### src/rtl/flash_cmd_pkg.sv
// opcode values, decoded command classes and the record passed downstream
package flash_cmd_pkg;

  localparam int OPCODE_BITS  = 8;
  localparam int SYNC_STAGES  = 3;
  localparam int RESET_STAGES = 2;
  localparam int FIFO_DEPTH   = 8;

  // classes of decoded commands
  typedef enum logic [4:0] {
    cls_unlisted                = 5'h00,
    cls_plain_fetch             = 5'h01,
    cls_fast_fetch              = 5'h02,
    cls_quad_out_fetch          = 5'h03,
    cls_quad_io_fetch           = 5'h04,
    cls_dual_rate_quad_io_fetch = 5'h05,
    cls_page_write              = 5'h06,
    cls_quad_page_write         = 5'h07,
    cls_param_block_wipe        = 5'h08,
    cls_large_block_wipe        = 5'h09,
    cls_bulk_wipe               = 5'h0A,
    cls_clear_fail_flags        = 5'h0B,
    cls_nv_train_pattern_store  = 5'h0C,
    cls_vol_train_pattern_store = 5'h0D,
    cls_train_pattern_fetch     = 5'h0E,
    cls_maker_signature_fetch   = 5'h0F,
    cls_jedec_ident_fetch       = 5'h10,
    cls_multi_io_fast_mode      = 5'h11,
    cls_bank_reg_access_legacy  = 5'h12,
    cls_other_listed            = 5'h13
  } cmd_class_t;

  // address length that follows the opcode
  typedef enum logic [1:0] {
    addr_none = 2'h0,
    addr_sel  = 2'h1,
    addr_four = 2'h2
  } addr_mode_t;

  // highest serial clock allowed for the command
  typedef enum logic [1:0] {
    clk_50  = 2'h0,
    clk_80  = 2'h1,
    clk_104 = 2'h2,
    clk_133 = 2'h3
  } clk_class_t;

  typedef struct packed {
    logic [OPCODE_BITS-1:0] opcode;
    cmd_class_t             cls;
    addr_mode_t             addr;
    clk_class_t             clk;
  } decode_t;

  localparam logic [7:0] OP_PLAIN_FETCH                = 8'h03;
  localparam logic [7:0] OP_PLAIN_FETCH_4B             = 8'h13;
  localparam logic [7:0] OP_FAST_FETCH                 = 8'h0B;
  localparam logic [7:0] OP_FAST_FETCH_4B              = 8'h0C;
  localparam logic [7:0] OP_QUAD_OUT_FETCH             = 8'h6B;
  localparam logic [7:0] OP_QUAD_OUT_FETCH_4B          = 8'h6C;
  localparam logic [7:0] OP_QUAD_IO_FETCH              = 8'hEB;
  localparam logic [7:0] OP_QUAD_IO_FETCH_4B           = 8'hEC;
  localparam logic [7:0] OP_DUAL_RATE_QUAD_IO_FETCH    = 8'hED;
  localparam logic [7:0] OP_DUAL_RATE_QUAD_IO_FETCH_4B = 8'hEE;
  localparam logic [7:0] OP_PAGE_WRITE                 = 8'h02;
  localparam logic [7:0] OP_PAGE_WRITE_4B              = 8'h12;
  localparam logic [7:0] OP_QUAD_PAGE_WRITE            = 8'h32;
  localparam logic [7:0] OP_QUAD_PAGE_WRITE_ALT        = 8'h38;
  localparam logic [7:0] OP_QUAD_PAGE_WRITE_4B         = 8'h34;
  localparam logic [7:0] OP_PARAM_BLOCK_WIPE           = 8'h20;
  localparam logic [7:0] OP_PARAM_BLOCK_WIPE_4B        = 8'h21;
  localparam logic [7:0] OP_LARGE_BLOCK_WIPE           = 8'hD8;
  localparam logic [7:0] OP_LARGE_BLOCK_WIPE_4B        = 8'hDC;
  localparam logic [7:0] OP_BULK_WIPE                  = 8'h60;
  localparam logic [7:0] OP_BULK_WIPE_ALT              = 8'hC7;
  localparam logic [7:0] OP_CLEAR_FAIL_FLAGS           = 8'h30;
  localparam logic [7:0] OP_NV_TRAIN_PATTERN_STORE     = 8'h43;
  localparam logic [7:0] OP_VOL_TRAIN_PATTERN_STORE    = 8'h4A;
  localparam logic [7:0] OP_TRAIN_PATTERN_FETCH        = 8'h41;
  localparam logic [7:0] OP_MAKER_SIGNATURE_FETCH      = 8'h90;
  localparam logic [7:0] OP_JEDEC_IDENT_FETCH          = 8'h9F;
  localparam logic [7:0] OP_MULTI_IO_FAST_MODE         = 8'hA3;
  localparam logic [7:0] OP_BANK_REG_ACCESS_LEGACY     = 8'hB9;
  localparam logic [7:0] OP_SLOW_SIGNATURE_FETCH       = 8'hAB;

  // remaining listed commands, all limited to the fastest clock class
  localparam int OTHER_COUNT = 31;
  localparam logic [OTHER_COUNT-1:0][7:0] OTHER_OPS = {
    8'h01, 8'h04, 8'h05, 8'h06, 8'h07, 8'h14, 8'h15, 8'h16,
    8'h17, 8'h18, 8'h2B, 8'h2F, 8'h35, 8'h42, 8'h4B, 8'h75,
    8'h7A, 8'h85, 8'h8A, 8'hA6, 8'hA7, 8'hE0, 8'hE1, 8'hE2,
    8'hE3, 8'hE4, 8'hE7, 8'hE8, 8'hE9, 8'hF0, 8'hFF
  };

endpackage : flash_cmd_pkg

### src/rtl/flash_opcode_decoder.sv
// captures the first serial byte of each chip-select frame and decodes it
// What this block does
// - 03 is plain fetch, selectable address; 13 plain fetch, four bytes; 50 MHz.
// - 0B is fast fetch, selectable address; 0C four-byte variant; up to 133 MHz.
// - 6B is quad-output fetch, selectable address; 6C four-byte variant; 104 MHz.
// - EB is quad io fetch, selectable address; EC four-byte variant; 104 MHz.
// - ED is dual-rate quad io fetch; EE four-byte variant; 80 MHz.
// - 02 is page write, selectable address; 12 four-byte variant; 133 MHz.
// - 32 and 38 are quad page write; 34 four-byte variant; 80 MHz.
// - 20 wipes one 8 KB parameter block; 21 same with four-byte address.
// - D8 wipes a 128 KB or 512 KB block; DC same with four bytes.
// - 30 clears status and the erase and program fail flags.
// - 43 stores the non-volatile training pattern register.
// - 4A writes the volatile training pattern register.
// - 41 reads back the training pattern for sampling-point calibration.
// - 90 reads the maker signature; up to 133 MHz.
// - 9F reads the jedec identifier followed by flash interface data.
// - A3 stays reserved for the multi io fast mode; no other meaning.
// - B9 means bank register access, not deep power down.
module flash_opcode_decoder #(
  parameter int FIFO_DEPTH = flash_cmd_pkg::FIFO_DEPTH
) (
  input  wire logic            sys_clk_in,
  input  wire logic            reset_n_in,
  input  wire logic            cs_n_in,
  input  wire logic            sck_in,
  input  wire logic            si_in,
  output logic                 cmd_valid_out,
  input  wire logic            cmd_ready_in,
  output flash_cmd_pkg::decode_t cmd_out,
  output logic                 ignored_pulse_out,
  output logic                 drop_pulse_out,
  output logic                 busy_out
);

  localparam int SN = flash_cmd_pkg::SYNC_STAGES;
  localparam int RN = flash_cmd_pkg::RESET_STAGES;
  localparam int OB = flash_cmd_pkg::OPCODE_BITS;
  localparam logic [2:0] LAST_BIT = 3'(OB - 1);

  typedef enum logic [1:0] {
    ph_idle   = 2'b00,
    ph_opcode = 2'b01,
    ph_ignore = 2'b10
  } phase_t;

  typedef struct packed {
    logic [SN-1:0]          sel_sync;
    logic [SN-1:0]          sck_sync;
    logic [SN-1:0]          si_sync;
    logic                   sel_f;
    logic                   sck_f;
    logic                   si_f;
    phase_t                 phase;
    logic [2:0]             bit_cnt;
    logic [OB-1:0]          shreg;
    logic                   pend;
    flash_cmd_pkg::decode_t pend_cmd;
    logic                   ignored;
    logic                   drop;
  } state_t;

  logic [RN-1:0] rst_sync_r;
  logic          rst_n;
  state_t        s_r;
  state_t        s_nxt;
  logic          fifo_in_ready;

  // a level counts once the second and third stages agree
  function automatic logic filt(input logic [SN-1:0] sync, input logic prev);
    filt = (sync[1] == sync[2]) ? sync[2] : prev;
  endfunction : filt

  function automatic logic listed_other(input logic [OB-1:0] op);
    listed_other = 1'b0;
    for (int i = 0; i < flash_cmd_pkg::OTHER_COUNT; i++)
    begin
      if (flash_cmd_pkg::OTHER_OPS[i] == op)
      begin
        listed_other = 1'b1;
      end
    end
  endfunction : listed_other

  function automatic flash_cmd_pkg::decode_t decode_op(input logic [OB-1:0] op);
    flash_cmd_pkg::decode_t d;
    d.opcode = op;
    d.cls    = flash_cmd_pkg::cls_unlisted;
    d.addr   = flash_cmd_pkg::addr_none;
    d.clk    = flash_cmd_pkg::clk_133;
    case (op)
      flash_cmd_pkg::OP_PLAIN_FETCH, flash_cmd_pkg::OP_PLAIN_FETCH_4B:
      begin
        d.cls  = flash_cmd_pkg::cls_plain_fetch;
        d.clk  = flash_cmd_pkg::clk_50;
        d.addr = (op == flash_cmd_pkg::OP_PLAIN_FETCH_4B) ? flash_cmd_pkg::addr_four
                                                          : flash_cmd_pkg::addr_sel;
      end
      flash_cmd_pkg::OP_FAST_FETCH, flash_cmd_pkg::OP_FAST_FETCH_4B:
      begin
        d.cls  = flash_cmd_pkg::cls_fast_fetch;
        d.addr = (op == flash_cmd_pkg::OP_FAST_FETCH_4B) ? flash_cmd_pkg::addr_four
                                                         : flash_cmd_pkg::addr_sel;
      end
      flash_cmd_pkg::OP_QUAD_OUT_FETCH, flash_cmd_pkg::OP_QUAD_OUT_FETCH_4B:
      begin
        d.cls  = flash_cmd_pkg::cls_quad_out_fetch;
        d.clk  = flash_cmd_pkg::clk_104;
        d.addr = (op == flash_cmd_pkg::OP_QUAD_OUT_FETCH_4B) ? flash_cmd_pkg::addr_four
                                                             : flash_cmd_pkg::addr_sel;
      end
      flash_cmd_pkg::OP_QUAD_IO_FETCH, flash_cmd_pkg::OP_QUAD_IO_FETCH_4B:
      begin
        d.cls  = flash_cmd_pkg::cls_quad_io_fetch;
        d.clk  = flash_cmd_pkg::clk_104;
        d.addr = (op == flash_cmd_pkg::OP_QUAD_IO_FETCH_4B) ? flash_cmd_pkg::addr_four
                                                            : flash_cmd_pkg::addr_sel;
      end
      flash_cmd_pkg::OP_DUAL_RATE_QUAD_IO_FETCH, flash_cmd_pkg::OP_DUAL_RATE_QUAD_IO_FETCH_4B:
      begin
        d.cls  = flash_cmd_pkg::cls_dual_rate_quad_io_fetch;
        d.clk  = flash_cmd_pkg::clk_80;
        d.addr = (op == flash_cmd_pkg::OP_DUAL_RATE_QUAD_IO_FETCH_4B)
                 ? flash_cmd_pkg::addr_four : flash_cmd_pkg::addr_sel;
      end
      flash_cmd_pkg::OP_PAGE_WRITE, flash_cmd_pkg::OP_PAGE_WRITE_4B:
      begin
        d.cls  = flash_cmd_pkg::cls_page_write;
        d.addr = (op == flash_cmd_pkg::OP_PAGE_WRITE_4B) ? flash_cmd_pkg::addr_four
                                                         : flash_cmd_pkg::addr_sel;
      end
      flash_cmd_pkg::OP_QUAD_PAGE_WRITE, flash_cmd_pkg::OP_QUAD_PAGE_WRITE_ALT,
      flash_cmd_pkg::OP_QUAD_PAGE_WRITE_4B:
      begin
        d.cls  = flash_cmd_pkg::cls_quad_page_write;
        d.clk  = flash_cmd_pkg::clk_80;
        d.addr = (op == flash_cmd_pkg::OP_QUAD_PAGE_WRITE_4B) ? flash_cmd_pkg::addr_four
                                                              : flash_cmd_pkg::addr_sel;
      end
      flash_cmd_pkg::OP_PARAM_BLOCK_WIPE, flash_cmd_pkg::OP_PARAM_BLOCK_WIPE_4B:
      begin
        d.cls  = flash_cmd_pkg::cls_param_block_wipe;
        d.addr = (op == flash_cmd_pkg::OP_PARAM_BLOCK_WIPE_4B) ? flash_cmd_pkg::addr_four
                                                               : flash_cmd_pkg::addr_sel;
      end
      flash_cmd_pkg::OP_LARGE_BLOCK_WIPE, flash_cmd_pkg::OP_LARGE_BLOCK_WIPE_4B:
      begin
        d.cls  = flash_cmd_pkg::cls_large_block_wipe;
        d.addr = (op == flash_cmd_pkg::OP_LARGE_BLOCK_WIPE_4B) ? flash_cmd_pkg::addr_four
                                                               : flash_cmd_pkg::addr_sel;
      end
      flash_cmd_pkg::OP_BULK_WIPE, flash_cmd_pkg::OP_BULK_WIPE_ALT:
      begin
        d.cls = flash_cmd_pkg::cls_bulk_wipe;
      end
      flash_cmd_pkg::OP_CLEAR_FAIL_FLAGS:
      begin
        d.cls = flash_cmd_pkg::cls_clear_fail_flags;
      end
      flash_cmd_pkg::OP_NV_TRAIN_PATTERN_STORE:
      begin
        d.cls = flash_cmd_pkg::cls_nv_train_pattern_store;
      end
      flash_cmd_pkg::OP_VOL_TRAIN_PATTERN_STORE:
      begin
        d.cls = flash_cmd_pkg::cls_vol_train_pattern_store;
      end
      flash_cmd_pkg::OP_TRAIN_PATTERN_FETCH:
      begin
        d.cls = flash_cmd_pkg::cls_train_pattern_fetch;
      end
      flash_cmd_pkg::OP_MAKER_SIGNATURE_FETCH:
      begin
        d.cls = flash_cmd_pkg::cls_maker_signature_fetch;
      end
      flash_cmd_pkg::OP_JEDEC_IDENT_FETCH:
      begin
        d.cls = flash_cmd_pkg::cls_jedec_ident_fetch;
      end
      flash_cmd_pkg::OP_MULTI_IO_FAST_MODE:
      begin
        d.cls = flash_cmd_pkg::cls_multi_io_fast_mode;
      end
      flash_cmd_pkg::OP_BANK_REG_ACCESS_LEGACY:
      begin
        d.cls = flash_cmd_pkg::cls_bank_reg_access_legacy;
      end
      flash_cmd_pkg::OP_SLOW_SIGNATURE_FETCH:
      begin
        d.cls = flash_cmd_pkg::cls_other_listed;
        d.clk = flash_cmd_pkg::clk_50;
      end
      default:
      begin
        // unknown codes are reported at the slowest class to stay safe
        if (listed_other(op))
        begin
          d.cls = flash_cmd_pkg::cls_other_listed;
        end
        else
        begin
          d.clk = flash_cmd_pkg::clk_50;
        end
      end
    endcase
    decode_op = d;
  endfunction : decode_op

  function automatic logic is_ignored(input flash_cmd_pkg::cmd_class_t c);
    is_ignored = (c == flash_cmd_pkg::cls_unlisted) ||
                 (c == flash_cmd_pkg::cls_multi_io_fast_mode);
  endfunction : is_ignored

  // reset is released through two flops so every flop leaves reset together
  always_ff @(posedge sys_clk_in or negedge reset_n_in)
  begin
    if (!reset_n_in)
    begin
      rst_sync_r <= '0;
    end
    else
    begin
      rst_sync_r <= {rst_sync_r[RN-2:0], 1'b1};
    end
  end

  assign rst_n = rst_sync_r[RN-1];

  always_comb
  begin
    logic                   sck_now;
    logic                   sck_rise;
    logic [OB-1:0]          byte_now;
    flash_cmd_pkg::decode_t dec;
    sck_now  = 1'b0;
    sck_rise = 1'b0;
    byte_now = '0;
    dec      = decode_op('0);
    s_nxt    = s_r;
    s_nxt.ignored  = 1'b0;
    s_nxt.drop     = 1'b0;
    // select is kept active high inside so the all-zero reset means idle
    s_nxt.sel_sync = {s_r.sel_sync[SN-2:0], ~cs_n_in};
    s_nxt.sck_sync = {s_r.sck_sync[SN-2:0], sck_in};
    s_nxt.si_sync  = {s_r.si_sync[SN-2:0], si_in};
    s_nxt.sel_f    = filt(s_r.sel_sync, s_r.sel_f);
    s_nxt.si_f     = filt(s_r.si_sync, s_r.si_f);
    sck_now        = filt(s_r.sck_sync, s_r.sck_f);
    s_nxt.sck_f    = sck_now;
    sck_rise       = sck_now & ~s_r.sck_f;
    if (s_r.pend & fifo_in_ready)
    begin
      s_nxt.pend = 1'b0;
    end
    case (s_r.phase)
      ph_idle:
      begin
        if (s_nxt.sel_f)
        begin
          s_nxt.phase   = ph_opcode;
          s_nxt.bit_cnt = '0;
        end
      end
      ph_opcode:
      begin
        // a frame cut short before eight bits yields nothing
        if (!s_nxt.sel_f)
        begin
          s_nxt.phase = ph_idle;
        end
        else if (sck_rise)
        begin
          byte_now      = {s_r.shreg[OB-2:0], s_nxt.si_f};
          s_nxt.shreg   = byte_now;
          s_nxt.bit_cnt = s_r.bit_cnt + 1'b1;
          if (s_r.bit_cnt == LAST_BIT)
          begin
            dec         = decode_op(byte_now);
            s_nxt.phase = ph_ignore;
            if (is_ignored(dec.cls))
            begin
              s_nxt.ignored = 1'b1;
            end
            else if (s_r.pend & ~fifo_in_ready)
            begin
              // sink stalled with one record already waiting: newest is lost
              s_nxt.drop = 1'b1;
            end
            else
            begin
              s_nxt.pend     = 1'b1;
              s_nxt.pend_cmd = dec;
            end
          end
        end
      end
      ph_ignore:
      begin
        if (!s_nxt.sel_f)
        begin
          s_nxt.phase = ph_idle;
        end
      end
      default:
      begin
        s_nxt.phase = ph_idle;
      end
    endcase
  end

  always_ff @(posedge sys_clk_in or negedge rst_n)
  begin
    if (!rst_n)
    begin
      s_r <= '0;
    end
    else
    begin
      s_r <= s_nxt;
    end
  end

  cmd_fifo #(
    .WIDTH ($bits(flash_cmd_pkg::decode_t)),
    .DEPTH (FIFO_DEPTH)
  ) u_fifo (
    .clk_in        (sys_clk_in),
    .rst_n_in      (rst_n),
    .in_valid_in   (s_r.pend),
    .in_ready_out  (fifo_in_ready),
    .in_data_in    (s_r.pend_cmd),
    .out_valid_out (cmd_valid_out),
    .out_ready_in  (cmd_ready_in),
    .out_data_out  (cmd_out)
  );

  assign ignored_pulse_out = s_r.ignored;
  assign drop_pulse_out    = s_r.drop;
  assign busy_out          = (s_r.phase != ph_idle);

endmodule : flash_opcode_decoder

### src/rtl/cmd_fifo.sv
// synchronous valid/ready fifo with parameterised width and depth
module cmd_fifo #(
  parameter int WIDTH = 8,
  parameter int DEPTH = 8
) (
  input  wire logic             clk_in,
  input  wire logic             rst_n_in,
  input  wire logic             in_valid_in,
  output logic                  in_ready_out,
  input  wire logic [WIDTH-1:0] in_data_in,
  output logic                  out_valid_out,
  input  wire logic             out_ready_in,
  output logic [WIDTH-1:0]      out_data_out
);

  localparam int PW = (DEPTH > 1) ? $clog2(DEPTH) : 1;
  localparam int CW = $clog2(DEPTH + 1);
  localparam logic [PW-1:0] LAST_PTR = PW'(DEPTH - 1);
  localparam logic [CW-1:0] FULL_CNT = CW'(DEPTH);

  typedef struct packed {
    logic [DEPTH-1:0][WIDTH-1:0] mem;
    logic [PW-1:0]               wr_ptr;
    logic [PW-1:0]               rd_ptr;
    logic [CW-1:0]               count;
  } fifo_state_t;

  fifo_state_t st_r;
  fifo_state_t st_nxt;
  logic        push;
  logic        pop;

  // wraps at any depth, not only powers of two
  function automatic logic [PW-1:0] next_ptr(input logic [PW-1:0] p);
    next_ptr = (p == LAST_PTR) ? '0 : p + 1'b1;
  endfunction : next_ptr

  assign in_ready_out  = (st_r.count != FULL_CNT);
  assign out_valid_out = (st_r.count != '0);
  assign out_data_out  = st_r.mem[st_r.rd_ptr];
  assign push          = in_valid_in & in_ready_out;
  assign pop           = out_valid_out & out_ready_in;

  always_comb
  begin
    st_nxt = st_r;
    if (push)
    begin
      st_nxt.mem[st_r.wr_ptr] = in_data_in;
      st_nxt.wr_ptr           = next_ptr(st_r.wr_ptr);
    end
    if (pop)
    begin
      st_nxt.rd_ptr = next_ptr(st_r.rd_ptr);
    end
    if (push & ~pop)
    begin
      st_nxt.count = st_r.count + 1'b1;
    end
    else if (pop & ~push)
    begin
      st_nxt.count = st_r.count - 1'b1;
    end
  end

  always_ff @(posedge clk_in or negedge rst_n_in)
  begin
    if (!rst_n_in)
    begin
      st_r <= '0;
    end
    else
    begin
      st_r <= st_nxt;
    end
  end

endmodule : cmd_fifo

### config.mk
export PLATFORM = sky130hd
export DESIGN_NAME = flash_opcode_decoder
export DESIGN_NICKNAME = d
export VERILOG_FILES = /design/src/rtl/flash_cmd_pkg.sv /design/src/rtl/flash_opcode_decoder.sv /design/src/rtl/cmd_fifo.sv
export SDC_FILE = /design/constraint.sdc
export NUM_CORES = 1
export LEC_CHECK = 0
export ABC_AREA = 1
export BUFFER_PORTS_ARGS = -buffer_cell sky130_fd_sc_hd__buf_2
export CAP_MARGIN = 20
export CORE_UTILIZATION = 32
export CTS_CLUSTER_SIZE = 28
export DETAILED_ROUTE_END_ITERATION = 16
export GPL_TIMING_DRIVEN = 0
export PLACE_DENSITY = 0.47
export RECOVER_POWER = 50
export SETUP_SLACK_MARGIN = 0.15
export SYNTH_ARGS = -nofsm -noshare
export SYNTH_HDL_FRONTEND = slang
export SYNTH_SLANG_ARGS = --single-unit
### constraint.sdc
create_clock -name sys_clk_in -period 9.34 [get_ports sys_clk_in]
set_input_delay 0.934 -clock sys_clk_in [delete_from_list [all_inputs] [get_ports sys_clk_in]]
set_output_delay 0.934 -clock sys_clk_in [all_outputs]
set_load 0.03 [all_outputs]
==> Word-level counts from Yosys, hierarchy flattened <==
Cells that the tools add are included.
{ "op_classes": {"n_addsub": 5, "order_cmp": 3, "n_eq_ne": 77, "n_mux": 82, "bitwise": 13, "reduce_logical": 27} }
{ "ops": {"columns": ["op", "n"], "rows": [
  ["$bwmux 136", 1],
  ["$eq 8x8->1 const A", 14],
  ["$eq 8x8->1 const B", 12],
  ["$pmux 5 s19", 1],
  ["$bmux 17 s3", 1],
  ["$demux 17 s3", 1],
  ["$eq 8x6->1 const B", 6],
  ["$eq 8x7->1 const B", 6],
  ["$mux 1", 43],
  ["$eq 5x8->1 const A", 5],
  ["$mux 20", 2],
  ["$mux 18", 2],
  ["$mux 17", 2],
  ["$mux 33", 1],
  ["$eq 3x8->1 const A", 4],
  ["$eq 7x8->1 const A", 4],
  ["$mux 31", 1],
  ["$mux 5", 6],
  ["$reduce_or 30->1", 1],
  ["$mux 2", 13],
  ["$eq 6x8->1 const A", 3],
  ["$pmux 2 s9", 1],
  ["$reduce_or 18->1", 1],
  ["$reduce_or 2->1", 9],
  ["other kinds (36)", 67]
]} }
{ "word_totals": {"ff_bits": 193, "inputBits": 6, "output_inout_bits": 21, "word_cells": 235} }

==> Logic depth before layout (Yosys ltp) <==
{ "logic_depth": {"word_depth": 52, "ltp_mapped": 16} }

==> Modules after synthesis <==
A second synthesis with hierarchy kept.
{ "unflattened": {"cells_unflattened": 1496, "hier_area_um2": 10826.6} }
{ "by_module_without_submodules": {"columns": ["module", "instances", "cells_per_inst", "area_per_inst_um2"], "rows": [
  ["cmd_fifo", 1, 1153, 8172.8],
  ["flash_opcode_decoder", 1, 343, 2653.8]
]} }

==> Least setup slack after synthesis <==
OpenSTA, ideal clock, no wires.
{ "synth_path": {"kind": "register -> output", "start": "register u_fifo.st_r[4] (netlist name)", "end": "output cmd_out[10] (netlist name)", "arrival_time_ns": 1.837, "required_ns": 8.406, "slack_ns": 6.569, "stages_incl_launch_ff": 8, "n_path_buf": 3, "path_cell_list": "dfrtp_1 > clkbuf_1 > clkbuf_1 > clkbuf_1 > nor2_1 > nor2_1 > o21ai_0 > a31oi_1"} }
{ "synth_rtl": {"columns": ["item", "line_no", "source"], "rows": [
  ["start: declaration", "cmd_fifo.sv:28", "fifo_state_t st_r;"],
  ["start signal: assignment", "cmd_fifo.sv:74", "st_r <= st_nxt;"],
  ["end: declaration", "flash_opcode_decoder.sv:30", "output flash_cmd_pkg::decode_t cmd_out,"]
]} }

==> run metrics <==
status=finished with violations; violated checks=max-capacitance violations, max-slew violations; Worst-path clk slew=0.07 ns; Multi-input gate area=0.00372 mm²; Die Y=170 µm; worst vdd ir=0.000119 V; sequential fraction of the synthesis area=53.0%; post-synth cell types=38; crit end category=async pin; syn avg cell area=8.24 µm²; HP Class=input port to async pin; post-CTS setup buffers=0; startpoint type of the worst setup path=flop; Slew @ Worst Pin=3.52 ns; largest net degree at the start of global routing=65; Final setup violation count=0; final setup TNS=0 ns; clk_lat worst skew=0.44 ns; post-synthesis cell count=1101; crit path max fanout=64; CP arrival=3.91 ns; number of clock sinks=192; filler cell count=2961; Chip Width=170 µm; r2r setup slk=5.17 ns; Post-DP HPWL=18800 µm; crit share post-route=44.6%; core area=0.0279 mm²; # rows=61; Clock Path Buffers=2; TritonRoute pass-1 iters=6; Top Ports=27; initial DRC count=530; worst r2r src=rst_sync_r[1]; Pins Over Slew Limit=116; H-tree levels=4; cts repair resizes=0; Final Routed Wirelength=25100 µm; CP max stage delay=2.52 ns; Async S/R FF share, synth=100%; number of max-cap violations=2; final core utilization=36.9%; CTS buffer count=17; total grt overflow=0; worst-path cell chain=clkbuf_1; pwr/cell area=257 mW/mm²; Crit Path Class=flop to async pin; Synth area leader=dfrtp_1; initial antenna violation count=0; Buffers on Ports=26; Root Driver=clkbuf_16; WL per Instance=16.3 µm; R2R depth=1; switching fraction of total power=41.3%; initial core utilization=32.5%; min Tclk post-route=4.17 ns; remaining antenna violation count=0; Crit path max-delay family=buffers and inverters; largest cells by area after synthesis=dfrtp_1, o21ai_0, nand2_1; Rel. slew slack=-135%; crit path max-delay cell type=clkbuf_1; Net Switching=1090 µW; hold_buf cts=0; Register Area=0.00480 mm²; Most used DFF post-synth=dfrtp_1; Reg2Reg Capture Point=u_fifo.st_r[16]; post-synthesis cell area=0.00907 mm²; routed via count=7326; Lkg Pwr=0.00465 µW; RSZ-0062 raised after global routing=no; Internal=1550 µW; Via density=4.76; fraction of layout cells with a size suffix above 1=8.61%; Yosys Warn Count=0; Hold Fails Final Rpt=0; Final #Nets=1165; combinational share of power=38.3%; routability cong.=0.894; Area growth syn-to-layout=13.5%; Clk network pwr share=28.3%; EDFF count, synth=0; Buf/Inv on CP=1; sequential share of power=33.4%; Global Route Usage Sum=18.5%; clock skew=0.0106 ns; max frequency=0.240 GHz; Worst Path Required=9.09 ns; Ant. Diodes=0; CTS tree=done; Die ar.=0.0290 mm²; vias in the first global route=7394; Synthesized Nets=1117; post-synth top area share=53.0%; Residual DRC=0; Synth Register Bits=192; first-pass GRT wire length=41200 µm
-- logic make-up after synthesis --
group | after synthesis | share of synthesized area [%]
and+or+nand+nor | 475 | 21.8
muxes | 1 | 0.110
DFF | 192 | 53.0
xor gates and xnor gates | 3 | 0.290
other | 1 | 0.0414
buffers and inverters | 129 | 5.85
adders and majority gates | 12 | 1.68
AOI/OAI and AO/OA | 288 | 17.2
-- cell usage in the layout, fill, tap and decap left out, types with 4 or more instances in the layout --
master     Yosys  final
nand2_1      231    231
o21ai_0      223    223
dfrtp_1      192    192
nor2_1       176    176
inv_1         66     66
clkbuf_1      49     52
buf_2          1     26
nand3_1       23     23
nand4_1       22     22
o22ai_1       19     19
a31oi_1       19     19
clkbuf_16      0     17
o21ai_2       15     15
ha_1           9      9
a21oi_1        7      8
nor3_1         5      5
nand2_2        4      4
buf_4          4      4
buf_6          4      4
-- per-layer routing --
layer  wire (µm)  track usage [%]  up-vias
met1       11900             24.6     3445
met4         254             4.62        0
li1            -                -     3731
met3         775             2.79       16
met5           0                0        -
met2       12200             31.5      134
-- power groups by stage --
stage / Clock [µW] / Combinational [µW] / Sequential (µW)
finish: 748 / 1010 / 883
global route: 803 / 1130 / 888
CTS: 772 / 1020 / 884
detailed placement: 0 / 1020 / 900
global placement: 0 / 1000 / 915
floorplan: 0 / 694 / 905
-- metrics by stage --
| step | worst slack, ns | hold WS, ns | instance area [µm²] | cells | power [µW] |
|---|---|---|---|---|---|
| after floorplan | 3.59 | 0.331 | 9070 | 1101 | 1600 |
| after global placement | 0.851 | 0.333 | 9670 | 1505 | 1920 |
| after detailed placement | 5.89 | 0.243 | 9760 | 1508 | 1920 |
| after CTS | 5.43 | 0.249 | 10400 | 1540 | 2680 |
| after global routing | 4.08 | 0.260 | 10300 | 1540 | 2820 |
| final | 5.17 | 0.270 | 10300 | 1540 | 2640 |
-- flip-flops by register name, summed over array words and instances (netlist names) --
register / flops
drop_pulse_out: 1
ignored_pulse_out: 1
rst_sync_r: 2
s_nxt: 6
s_r: 36
u_fifo.st_r: 146
-- Yosys cell counts (3+ instances only) --
cell,number
inv_1,66
nand4_1,22
nand3_1,23
clkbuf_1,49
nand2_2,4
inv_2,3
a31oi_1,19
nor2_1,176
nand3_2,3
dfrtp_1,192
nor3_1,5
o21ai_2,15
a21oi_1,7
buf_4,4
buf_6,4
nand2_1,231
o21ai_0,223
o22ai_1,19
nor2_4,3
ha_1,9
-- final cells by class --
class	count	share of cell area (%)
well taps	378	4.60
clock inverters	14	1.52
repair buffers	29	1.59
plain buffers	59	2.60
inverters	70	2.55
multi-input cells	780	36.2
flip-flops and latches	192	46.7
clock buffers	18	4.27
-- worst max path at each step --
stage,cells after the start,from,end
finish,1,rst_sync_r[1],u_fifo.st_r[16]
global route,1,rst_sync_r[1],u_fifo.st_r[33]
CTS,8,u_fifo.st_r[5],cmd_out[15]
detailed placement,8,u_fifo.st_r[5],cmd_out[15]
global placement,0,rst_sync_r[1],u_fifo.st_r[69]
floorplan,0,rst_sync_r[1],drop_pulse_out
Power figures use the tool's default switching activity.
